$ cat src/shared/irq_ctrl_pkg.sv
// constants for the phone interrupt controller
package irq_ctrl_pkg;
    // register indices; each register is one aligned word
    localparam logic [7:0] IDX_PRIMARY    = 8'h0b;
    localparam logic [7:0] IDX_SECONDARY  = 8'h1e;
    // apb byte addresses, four times the index
    localparam logic [7:0] ADDR_PRIMARY   = {IDX_PRIMARY[5:0], 2'b00};
    localparam logic [7:0] ADDR_SECONDARY = {IDX_SECONDARY[5:0], 2'b00};
    // primary register fields
    localparam int BIT_GLOBAL_EN  = 0;
    localparam int BIT_EXT_EN     = 1;
    localparam int BIT_TMR0_EN    = 2;
    localparam int BIT_TMR1_EN    = 3;
    localparam int BIT_EXT_PEND   = 4;
    localparam int BIT_TMR0_PEND  = 5;
    localparam int BIT_TMR1_PEND  = 6;
    // secondary register fields
    localparam int BIT_RSV0       = 0;
    localparam int BIT_RTC_EN     = 1;
    localparam int BIT_DIALER_EN  = 2;
    localparam int BIT_RSV4       = 4;
    localparam int BIT_RTC_PEND   = 5;
    localparam int BIT_DIALER_PEND = 6;
    // reset values
    localparam logic [7:0] RESET_PRIMARY   = 8'h00;
    localparam logic [7:0] RESET_SECONDARY = 8'h00;
    // vectors
    localparam logic [7:0] VEC_EXT    = 8'h04;
    localparam logic [7:0] VEC_TMR0   = 8'h08;
    localparam logic [7:0] VEC_TMR1   = 8'h0c;
    localparam logic [7:0] VEC_RTC    = 8'h14;
    localparam logic [7:0] VEC_DIALER = 8'h18;
    localparam logic [7:0] VEC_NONE   = 8'h00;
    // source index order is priority order
    localparam int NUM_SRC = 5;
    localparam int SRC_EXT = 0;
    localparam int SRC_TMR0 = 1;
    localparam int SRC_TMR1 = 2;
    localparam int SRC_RTC = 3;
    localparam int SRC_DIALER = 4;
endpackage

$ cat src/hdl/edge_sync.sv
// two-flop synchroniser with registered previous value for edge detection
`timescale 1ns/1ps
`default_nettype none
module edge_sync #(
    parameter logic RESET_LEVEL = 1'b1
) (
    input  wire logic sys_clk,   // system clock
    input  wire logic rst_sync_n, // synchronised reset
    input  wire logic pin_in,    // asynchronous pin
    output logic      level_out, // synchronised level
    output logic      rise_out,  // one-cycle rising pulse
    output logic      fall_out   // one-cycle falling pulse
);
    logic meta_q;
    logic sync_q;
    logic prev_q;

    always_ff @(posedge sys_clk or negedge rst_sync_n) begin
        if (!rst_sync_n) begin
            meta_q <= RESET_LEVEL;
            sync_q <= RESET_LEVEL;
            prev_q <= RESET_LEVEL;
        end else begin
            meta_q <= pin_in;
            sync_q <= meta_q;
            prev_q <= sync_q;
        end
    end

    assign level_out = sync_q;
    assign rise_out  = sync_q & ~prev_q;
    assign fall_out  = ~sync_q & prev_q;
endmodule
`default_nettype wire

$ cat src/hdl/irq_controller.sv
// interrupt controller with two control registers on apb
//
// Decided for this implementation: the APB slave port.
`timescale 1ns/1ps
`default_nettype none
module irq_controller (
    input  wire logic        sys_clk,         // 50 mhz system clock
    input  wire logic        rst_n,           // async reset, active low
    input  wire logic        psel,            // apb select
    input  wire logic        penable,         // apb enable
    input  wire logic        pwrite,          // apb direction
    input  wire logic [7:0]  paddr,           // apb byte address
    input  wire logic [31:0] pwdata,          // apb write data
    output logic             pready,          // apb ready
    output logic [31:0]      prdata,          // apb read data
    output logic             pslverr,         // apb error
    input  wire logic        ext_irq_pin,     // external interrupt pin
    input  wire logic        hook_switch_in,  // hook switch pin
    input  wire logic        hold_line_in,    // hold line pin
    input  wire logic        handsfree_in,    // handsfree pin
    input  wire logic        tmr0_overflow,   // timer0 overflow pulse
    input  wire logic        tmr1_overflow,   // timer1 overflow pulse
    input  wire logic        rtc_tick,        // 1hz rtc pulse
    input  wire logic        on_hook_status,  // dialer on-hook status
    input  wire logic        hold_status,     // dialer hold-line status
    input  wire logic        idle_mode,       // controller in idle mode
    input  wire logic        phase_two_tick,  // phase-two pulse
    input  wire logic        stack_full,      // return stack full
    input  wire logic        core_ready,      // core can take a call now
    input  wire logic        return_from_irq, // return executed pulse
    output logic             irq_ack,         // acknowledge pulse
    output logic [7:0]       irq_vector,      // branch vector
    output logic             push_pc          // push program counter only
);
    // ****************************************************************
    // reset release
    // ****************************************************************
    // the rest of the block leaves reset two edges after rst_n rises
    logic rst_meta_q;
    logic rst_sync_n;

    always_ff @(posedge sys_clk or negedge rst_n) begin
        if (!rst_n) begin
            rst_meta_q <= 1'b0;
            rst_sync_n <= 1'b0;
        end else begin
            rst_meta_q <= 1'b1;
            rst_sync_n <= rst_meta_q;
        end
    end

    // ****************************************************************
    // pin synchronisers and edges
    // ****************************************************************
    logic ext_fall;
    logic hook_rise;
    logic hook_fall;
    logic hold_fall;
    logic hf_rise;

    // pins idle at their reset level, so no false edge after reset
    edge_sync #(.RESET_LEVEL(1'b1)) u_ext (
        .sys_clk    (sys_clk),
        .rst_sync_n (rst_sync_n),
        .pin_in     (ext_irq_pin),
        .level_out  (),
        .rise_out   (),
        .fall_out   (ext_fall)
    );
    edge_sync #(.RESET_LEVEL(1'b1)) u_hook (
        .sys_clk    (sys_clk),
        .rst_sync_n (rst_sync_n),
        .pin_in     (hook_switch_in),
        .level_out  (),
        .rise_out   (hook_rise),
        .fall_out   (hook_fall)
    );
    edge_sync #(.RESET_LEVEL(1'b1)) u_hold (
        .sys_clk    (sys_clk),
        .rst_sync_n (rst_sync_n),
        .pin_in     (hold_line_in),
        .level_out  (),
        .rise_out   (),
        .fall_out   (hold_fall)
    );
    edge_sync #(.RESET_LEVEL(1'b0)) u_hf (
        .sys_clk    (sys_clk),
        .rst_sync_n (rst_sync_n),
        .pin_in     (handsfree_in),
        .level_out  (),
        .rise_out   (hf_rise),
        .fall_out   ()
    );

    // ****************************************************************
    // source events
    // ****************************************************************
    logic [irq_ctrl_pkg::NUM_SRC-1:0] hw_set;

    always_comb begin
        hw_set[irq_ctrl_pkg::SRC_EXT]    = ext_fall;
        hw_set[irq_ctrl_pkg::SRC_TMR0]   = tmr0_overflow;
        hw_set[irq_ctrl_pkg::SRC_TMR1]   = tmr1_overflow;
        hw_set[irq_ctrl_pkg::SRC_RTC]    = rtc_tick;
        hw_set[irq_ctrl_pkg::SRC_DIALER] = ~idle_mode & (hook_rise | hook_fall | hf_rise
                                           | (hold_fall & ~(on_hook_status & hold_status)));
    end

    // ****************************************************************
    // register state
    // ****************************************************************
    logic                             global_irq_enable_q, global_irq_enable_d;
    logic [irq_ctrl_pkg::NUM_SRC-1:0] src_en_q, src_en_d;
    logic [irq_ctrl_pkg::NUM_SRC-1:0] pend_q, pend_d;
    logic [1:0]                       rsv_q, rsv_d;
    logic                             ack_q, ack_d;
    logic [7:0]                       vec_q, vec_d;
    logic [31:0]                      rdata_q, rdata_d;

    logic hit_pri;
    logic hit_sec;
    logic wr_pri;
    logic wr_sec;
    logic rd_acc;
    logic [7:0] primary_view;
    logic [7:0] secondary_view;
    logic [irq_ctrl_pkg::NUM_SRC-1:0] req;
    logic [irq_ctrl_pkg::NUM_SRC-1:0] grant;
    logic take;

    function automatic logic [7:0] vec_of(input logic [irq_ctrl_pkg::NUM_SRC-1:0] g);
        logic [7:0] v;
        v = irq_ctrl_pkg::VEC_NONE;
        if (g[irq_ctrl_pkg::SRC_EXT])         v = irq_ctrl_pkg::VEC_EXT;
        else if (g[irq_ctrl_pkg::SRC_TMR0])   v = irq_ctrl_pkg::VEC_TMR0;
        else if (g[irq_ctrl_pkg::SRC_TMR1])   v = irq_ctrl_pkg::VEC_TMR1;
        else if (g[irq_ctrl_pkg::SRC_RTC])    v = irq_ctrl_pkg::VEC_RTC;
        else if (g[irq_ctrl_pkg::SRC_DIALER]) v = irq_ctrl_pkg::VEC_DIALER;
        return v;
    endfunction

    // exact byte-address match on each control register
    assign hit_pri = (paddr == irq_ctrl_pkg::ADDR_PRIMARY);
    assign hit_sec = (paddr == irq_ctrl_pkg::ADDR_SECONDARY);
    // writes land in the access phase only
    assign wr_pri  = psel & penable & pwrite & hit_pri;
    assign wr_sec  = psel & penable & pwrite & hit_sec;
    // read data captured in the setup phase
    assign rd_acc  = psel & ~penable & ~pwrite;

    always_comb begin
        req = pend_q & src_en_q & {irq_ctrl_pkg::NUM_SRC{global_irq_enable_q}};
        req[irq_ctrl_pkg::SRC_DIALER] = req[irq_ctrl_pkg::SRC_DIALER] & ~idle_mode;
        grant = req & (~req + 1'b1);
        take = phase_two_tick & ~stack_full & core_ready & (|req);
    end

    always_comb begin
        global_irq_enable_d = global_irq_enable_q;
        src_en_d = src_en_q;
        pend_d   = pend_q;
        rsv_d    = rsv_q;
        if (wr_pri) begin
            global_irq_enable_d = pwdata[irq_ctrl_pkg::BIT_GLOBAL_EN];
            src_en_d[irq_ctrl_pkg::SRC_EXT]  = pwdata[irq_ctrl_pkg::BIT_EXT_EN];
            src_en_d[irq_ctrl_pkg::SRC_TMR0] = pwdata[irq_ctrl_pkg::BIT_TMR0_EN];
            src_en_d[irq_ctrl_pkg::SRC_TMR1] = pwdata[irq_ctrl_pkg::BIT_TMR1_EN];
            pend_d[irq_ctrl_pkg::SRC_EXT]    = pwdata[irq_ctrl_pkg::BIT_EXT_PEND];
            pend_d[irq_ctrl_pkg::SRC_TMR0]   = pwdata[irq_ctrl_pkg::BIT_TMR0_PEND];
            pend_d[irq_ctrl_pkg::SRC_TMR1]   = pwdata[irq_ctrl_pkg::BIT_TMR1_PEND];
        end
        if (wr_sec) begin
            src_en_d[irq_ctrl_pkg::SRC_RTC]    = pwdata[irq_ctrl_pkg::BIT_RTC_EN];
            src_en_d[irq_ctrl_pkg::SRC_DIALER] = pwdata[irq_ctrl_pkg::BIT_DIALER_EN];
            pend_d[irq_ctrl_pkg::SRC_RTC]      = pwdata[irq_ctrl_pkg::BIT_RTC_PEND];
            pend_d[irq_ctrl_pkg::SRC_DIALER]   = pwdata[irq_ctrl_pkg::BIT_DIALER_PEND];
            rsv_d = {pwdata[irq_ctrl_pkg::BIT_RSV4], pwdata[irq_ctrl_pkg::BIT_RSV0]};
        end
        if (return_from_irq) begin
            global_irq_enable_d = 1'b1;
        end
        // clear granted flag and global enable
        if (take) begin
            pend_d = pend_d & ~grant;
            global_irq_enable_d = 1'b0;
        end
        pend_d = pend_d | hw_set;
    end

    // ****************************************************************
    // register read views
    // ****************************************************************
    always_comb begin
        primary_view   = 8'h00;
        secondary_view = 8'h00;
        primary_view[irq_ctrl_pkg::BIT_GLOBAL_EN] = global_irq_enable_q;
        primary_view[irq_ctrl_pkg::BIT_EXT_EN]    = src_en_q[irq_ctrl_pkg::SRC_EXT];
        primary_view[irq_ctrl_pkg::BIT_TMR0_EN]   = src_en_q[irq_ctrl_pkg::SRC_TMR0];
        primary_view[irq_ctrl_pkg::BIT_TMR1_EN]   = src_en_q[irq_ctrl_pkg::SRC_TMR1];
        // flags above, bit 7 left zero
        primary_view[irq_ctrl_pkg::BIT_EXT_PEND]  = pend_q[irq_ctrl_pkg::SRC_EXT];
        primary_view[irq_ctrl_pkg::BIT_TMR0_PEND] = pend_q[irq_ctrl_pkg::SRC_TMR0];
        primary_view[irq_ctrl_pkg::BIT_TMR1_PEND] = pend_q[irq_ctrl_pkg::SRC_TMR1];
        // bits 3 and 7 left zero
        secondary_view[irq_ctrl_pkg::BIT_RSV0]        = rsv_q[0];
        secondary_view[irq_ctrl_pkg::BIT_RTC_EN]      = src_en_q[irq_ctrl_pkg::SRC_RTC];
        secondary_view[irq_ctrl_pkg::BIT_DIALER_EN]   = src_en_q[irq_ctrl_pkg::SRC_DIALER];
        secondary_view[irq_ctrl_pkg::BIT_RSV4]        = rsv_q[1];
        secondary_view[irq_ctrl_pkg::BIT_RTC_PEND]    = pend_q[irq_ctrl_pkg::SRC_RTC];
        secondary_view[irq_ctrl_pkg::BIT_DIALER_PEND] = pend_q[irq_ctrl_pkg::SRC_DIALER];
    end

    always_comb begin
        ack_d = take;
        vec_d = take ? vec_of(grant) : vec_q;
    end

    always_comb begin
        rdata_d = rdata_q;
        // unmapped reads return zero
        if (rd_acc) begin
            rdata_d = 32'h0000_0000;
            if (hit_pri) begin
                rdata_d = {24'h00_0000, primary_view};
            end else if (hit_sec) begin
                rdata_d = {24'h00_0000, secondary_view};
            end
        end
    end

    always_ff @(posedge sys_clk or negedge rst_sync_n) begin
        if (!rst_sync_n) begin
            global_irq_enable_q <= irq_ctrl_pkg::RESET_PRIMARY[irq_ctrl_pkg::BIT_GLOBAL_EN];
            src_en_q <= '0;
            pend_q   <= '0;
            rsv_q    <= '0;
            ack_q    <= 1'b0;
            vec_q    <= irq_ctrl_pkg::VEC_NONE;
            rdata_q  <= 32'h0000_0000;
        end else begin
            global_irq_enable_q <= global_irq_enable_d;
            src_en_q <= src_en_d;
            pend_q   <= pend_d;
            rsv_q    <= rsv_d;
            ack_q    <= ack_d;
            vec_q    <= vec_d;
            rdata_q  <= rdata_d;
        end
    end

    // ****************************************************************
    // outputs
    // ****************************************************************
    assign pready  = 1'b1;
    assign pslverr = psel & penable & ~hit_pri & ~hit_sec;
    assign prdata  = rdata_q;
    assign irq_ack = ack_q;
    assign irq_vector = vec_q;
    assign push_pc = ack_q;
endmodule
`default_nettype wire

$ cat config.mk
export PLATFORM = sky130hd
export DESIGN_NAME = irq_controller
export DESIGN_NICKNAME = d
export VERILOG_FILES = /design/src/shared/irq_ctrl_pkg.sv /design/src/hdl/edge_sync.sv /design/src/hdl/irq_controller.sv
export SDC_FILE = /design/constraint.sdc
export NUM_CORES = 1
export LEC_CHECK = 0
export BUFFER_PORTS_ARGS = -buffer_cell sky130_fd_sc_hd__buf_2
export CORE_ASPECT_RATIO = 0.9
export CORE_MARGIN = 8
export CORE_UTILIZATION = 25
export DETAILED_ROUTE_END_ITERATION = 8
export PLACE_DENSITY_LB_ADDON = 0.25
export SLEW_MARGIN = 15
export SYNTH_ARGS = -nofsm -noshare
export SYNTH_HDL_FRONTEND = slang
export SYNTH_SLANG_ARGS = --single-unit
$ cat constraint.sdc
create_clock -name sys_clk -period 3.25 [get_ports sys_clk]
set_input_delay 0.4875 -clock sys_clk [delete_from_list [all_inputs] [get_ports sys_clk]]
set_output_delay 0.4875 -clock sys_clk [all_outputs]
set_load 0.02 [all_outputs]
==> results_dict.tcl <==
set metrics [dict create \
    floorplan.core_area_sq_um 7039 \
    cts.reportedPaths.clkPinSlew_ns 0.08 \
    comb_power_share_pct 13.1 \
    rsz0062_at_grt "no" \
    clock_sinks 38 \
    drtIter0Drc 37 \
    totalWireLength_microns 4154 \
    tns_ns 0 \
    start_util_pct 25.79 \
    post_synth_instance_area_sq_um 1815 \
    crit_chain "buf_2, or3b_4, nor3_2, nor3_1, buf_2" \
    post-synth-top-area-fraction_pct 39.97 \
    internal_power_w 0.0007101 \
    timing.final.max_slew_violations 0 \
    synthArstFlopShare_pct 100.0 \
    cts_max_level 2 \
    grt_start_max_net_pins 23 \
    setup_violations 0 \
    post_detailed_route_wirelength_per_cell_microns 13.66 \
    regToRegEndpoint "pend_q[4]$_DFF_PN0_" \
    worst_margin_slew_ns 0.6850 \
    via_count 1212 \
    detailed_routing_iterations_pass_1 4 \
    globalRouteTotalUtil_pct 8.082 \
    post-place-ws_ns 1.006 \
    seq_area_frac_synth_pct 53.00 \
    cp_data_arrival_time_ns 1.75 \
    antenna_found_initial 0 \
    floorplan.io_pins 103 \
    worstSetupPathType "in -> out" \
    hpwlAfterDp_microns 3384 \
    postSynth.topFlopCell "sky130_fd_sc_hd__dfrtp_1" \
    timing.final.crit_period_ns 2.234 \
    timing.critical_path.fanout_max 8 \
    pwr_density_cell_nw_per_um2 450.6 \
    area.growth.synth_to_final_pct 18.47 \
    switching_power_w 0.0002591 \
    remaining_drc_errors 0 \
    finClkSkew_ns 0.007018 \
    top_signal_layer_used "met4" \
    clkLatencyLatePin_ns 0.28 \
    slew-limit-headroom_pct 53.99 \
    netlist-cell-type-count 37 \
    flop2flop_setup_slack_ns 1.59 \
    switching_share_pct 26.73 \
    netlist_instances 157 \
    grt_first_pass_wirelength_microns 6596 \
    finalNetCount 269 \
    first_global_vias 1224 \
    gpl.final_weighted_congestion 0.7243 \
    overall_die_area_sq_um 10250 \
    clockPowerShare_pct 34.0 \
    cts.path.max_buffers 2 \
    yosysWarnings 0 \
    buffer_ports.inserted 46 \
    post_drt_via_cell_ratio 3.987 \
    final_min_period_over_clock_period_pct 68.74 \
    total_power_w 0.0009692 \
    routedLengthMet1_microns 1976 \
    ant_nets 0 \
    synth-edff-count 0 \
    ctsRootBufferMaster "sky130_fd_sc_hd__clkbuf_8" \
    worstSetupEndpointType "output pin" \
    synth_largest_area_cell "sky130_fd_sc_hd__dfrtp_1" \
    antenna_cells 0 \
    die_height_microns 96.85 \
    critPathMaxStageDelay_ns 0.44 \
    rows 29 \
    run_status "finished clean" \
    tritoncts "done" \
    worst_hold_path_type "reg -> async" \
    cts_buffers 5 \
    synth_area_per_cell_sq_um 11.56 \
    crit_buf_inv 2 \
    total_leakage_power_nw 1.033 \
    finalWorstSetupSlack_ns 1.016 \
    synth.ff_latch_count 38 \
    timing.critical_path.mode_cell "sky130_fd_sc_hd__buf_2" \
    synth_area_leaders "sky130_fd_sc_hd__dfrtp_1 (40%), sky130_fd_sc_hd__buf_4 (13%), sky130_fd_sc_hd__dfstp_2 (13%)" \
    final_hold_viol_count 0 \
    vdd_ir_drop_max_mv 0.2438 \
    drv.max_cap_violation_count 0 \
    met3_routed_wirelength_microns 376 \
    critical_path_required_ns 2.76 \
    worstSetupStartpointType "primary input" \
    detailed_routed_wire_length_on_met2_microns 1787 \
    reg2regPathDepth 4 \
    critical_path.reg2reg.startpoint "src_en_q[2]$_DFFE_PN0N_" \
    gr-total-overflow 0 \
    power.sequential.fraction_pct 52.9 \
    final_cell_count_no_fill 304 \
    cp_top_family "simple AND/OR/NAND/NOR gates" \
    fin_hold_ws_ns 0.2385 \
    worst_path_max_delay_cell "sky130_fd_sc_hd__nor3_2" \
    drive_above_1_share_pct 37.91 \
    max_freq_mhz 447.6 \
    post-place-cells 295 \
    die_x_microns 105.8 \
]
[cell families after synthesis]
kind of cell	count (synthesis)	synth area share [%]
other cells	2	0.4137
xor+xnor	1	0.4825
buf+inv	38	14.47
flops	38	53.00
mux	12	7.099
compound gates	22	8.960
simple gates	44	15.58
[metrics by stage]
stage / utilization, % / cell area, sq um
floorplan: - / 1928
global placement: 29.06 / 2046
detailed placement: 29.06 / 2046
CTS: 30.55 / 2151
global route: 30.55 / 2151
finish: 30.55 / 2151
[layout make-up]
type / count / area, sq um
Tap cell: 93 / 116.4
Clock inverter: 2 / 12.51
Timing Repair Buffer: 49 / 255.2
Multi-Input combinational cell: 111 / 703.2
Inverter: 5 / 18.77
Fill cell: 756 / 4888
Sequential cell: 38 / 962.2
Clock buffer: 6 / 82.58
[cells in the mapped netlist, types with 2 or more instances]
cell type / number
sky130_fd_sc_hd__a21oi_1: 2
sky130_fd_sc_hd__a221oi_1: 3
sky130_fd_sc_hd__a22oi_1: 3
sky130_fd_sc_hd__buf_4: 32
sky130_fd_sc_hd__conb_1: 2
sky130_fd_sc_hd__dfrtp_1: 29
sky130_fd_sc_hd__dfstp_2: 9
sky130_fd_sc_hd__inv_1: 5
sky130_fd_sc_hd__mux2_2: 7
sky130_fd_sc_hd__mux2i_1: 5
sky130_fd_sc_hd__nand2_1: 12
sky130_fd_sc_hd__nand3_1: 2
sky130_fd_sc_hd__nand4b_1: 2
sky130_fd_sc_hd__nor2_1: 12
sky130_fd_sc_hd__nor3_1: 2
sky130_fd_sc_hd__nor3b_1: 3
sky130_fd_sc_hd__nor4_4: 2
sky130_fd_sc_hd__o21ai_0: 3
sky130_fd_sc_hd__o21bai_1: 3
sky130_fd_sc_hd__o22ai_1: 2
[placed cells by master (no fill, tap or decap), types with 3 or more instances in the layout]
cell                       instances
sky130_fd_sc_hd__nor3b_1           3
sky130_fd_sc_hd__a221oi_1          3
sky130_fd_sc_hd__o21ai_0           3
sky130_fd_sc_hd__buf_2            46
sky130_fd_sc_hd__dfstp_2           9
sky130_fd_sc_hd__o21bai_1          3
sky130_fd_sc_hd__mux2i_1           5
sky130_fd_sc_hd__nor2_1           12
sky130_fd_sc_hd__dfrtp_1          29
sky130_fd_sc_hd__a22oi_1           3
sky130_fd_sc_hd__conb_1           32
sky130_fd_sc_hd__clkbuf_8          6
sky130_fd_sc_hd__inv_1             5
sky130_fd_sc_hd__mux2_2            7
sky130_fd_sc_hd__nand2_1          12
[power groups by stage]
stage                     sequential, W  clock (W)  combinational [W]
after floorplan                0.000538          0          0.0000899
after global placement         0.000522          0           0.000126
after detailed placement       0.000522          0           0.000126
after CTS                      0.000514   0.000349           0.000128
after global routing           0.000517   0.000363           0.000140
final                          0.000513   0.000329           0.000127
[layer usage]
metal | global-route usage (%) | vias up
li1 | - | 592
met3 | 3.448 | 2
met4 | 2.270 | 0
met5 | 0 | -
met1 | 10.69 | 565
met2 | 11.63 | 53
[worst max path at each step]
stage / cells after the start / from / end
floorplan: 3 / paddr[7] / pslverr
global placement: 5 / paddr[4] / pslverr
detailed placement: 5 / paddr[4] / pslverr
CTS: 5 / paddr[4] / pslverr
global route: 5 / paddr[4] / pslverr
finish: 5 / paddr[4] / pslverr
[flip-flops by register name, indices dropped and copies added, names as in the netlist, 2 cells and up]
name	cells
irq_vector	3
pend_q	5
prdata	7
rsv_q	2
src_en_q	5
[what timing repair did]
action	CTS	global route
endpoints found under the hold margin	2	0
gates resized for setup	0	0
buffers inserted	0	0
hold buffers	1	0
Power figures use the tool's default switching activity.
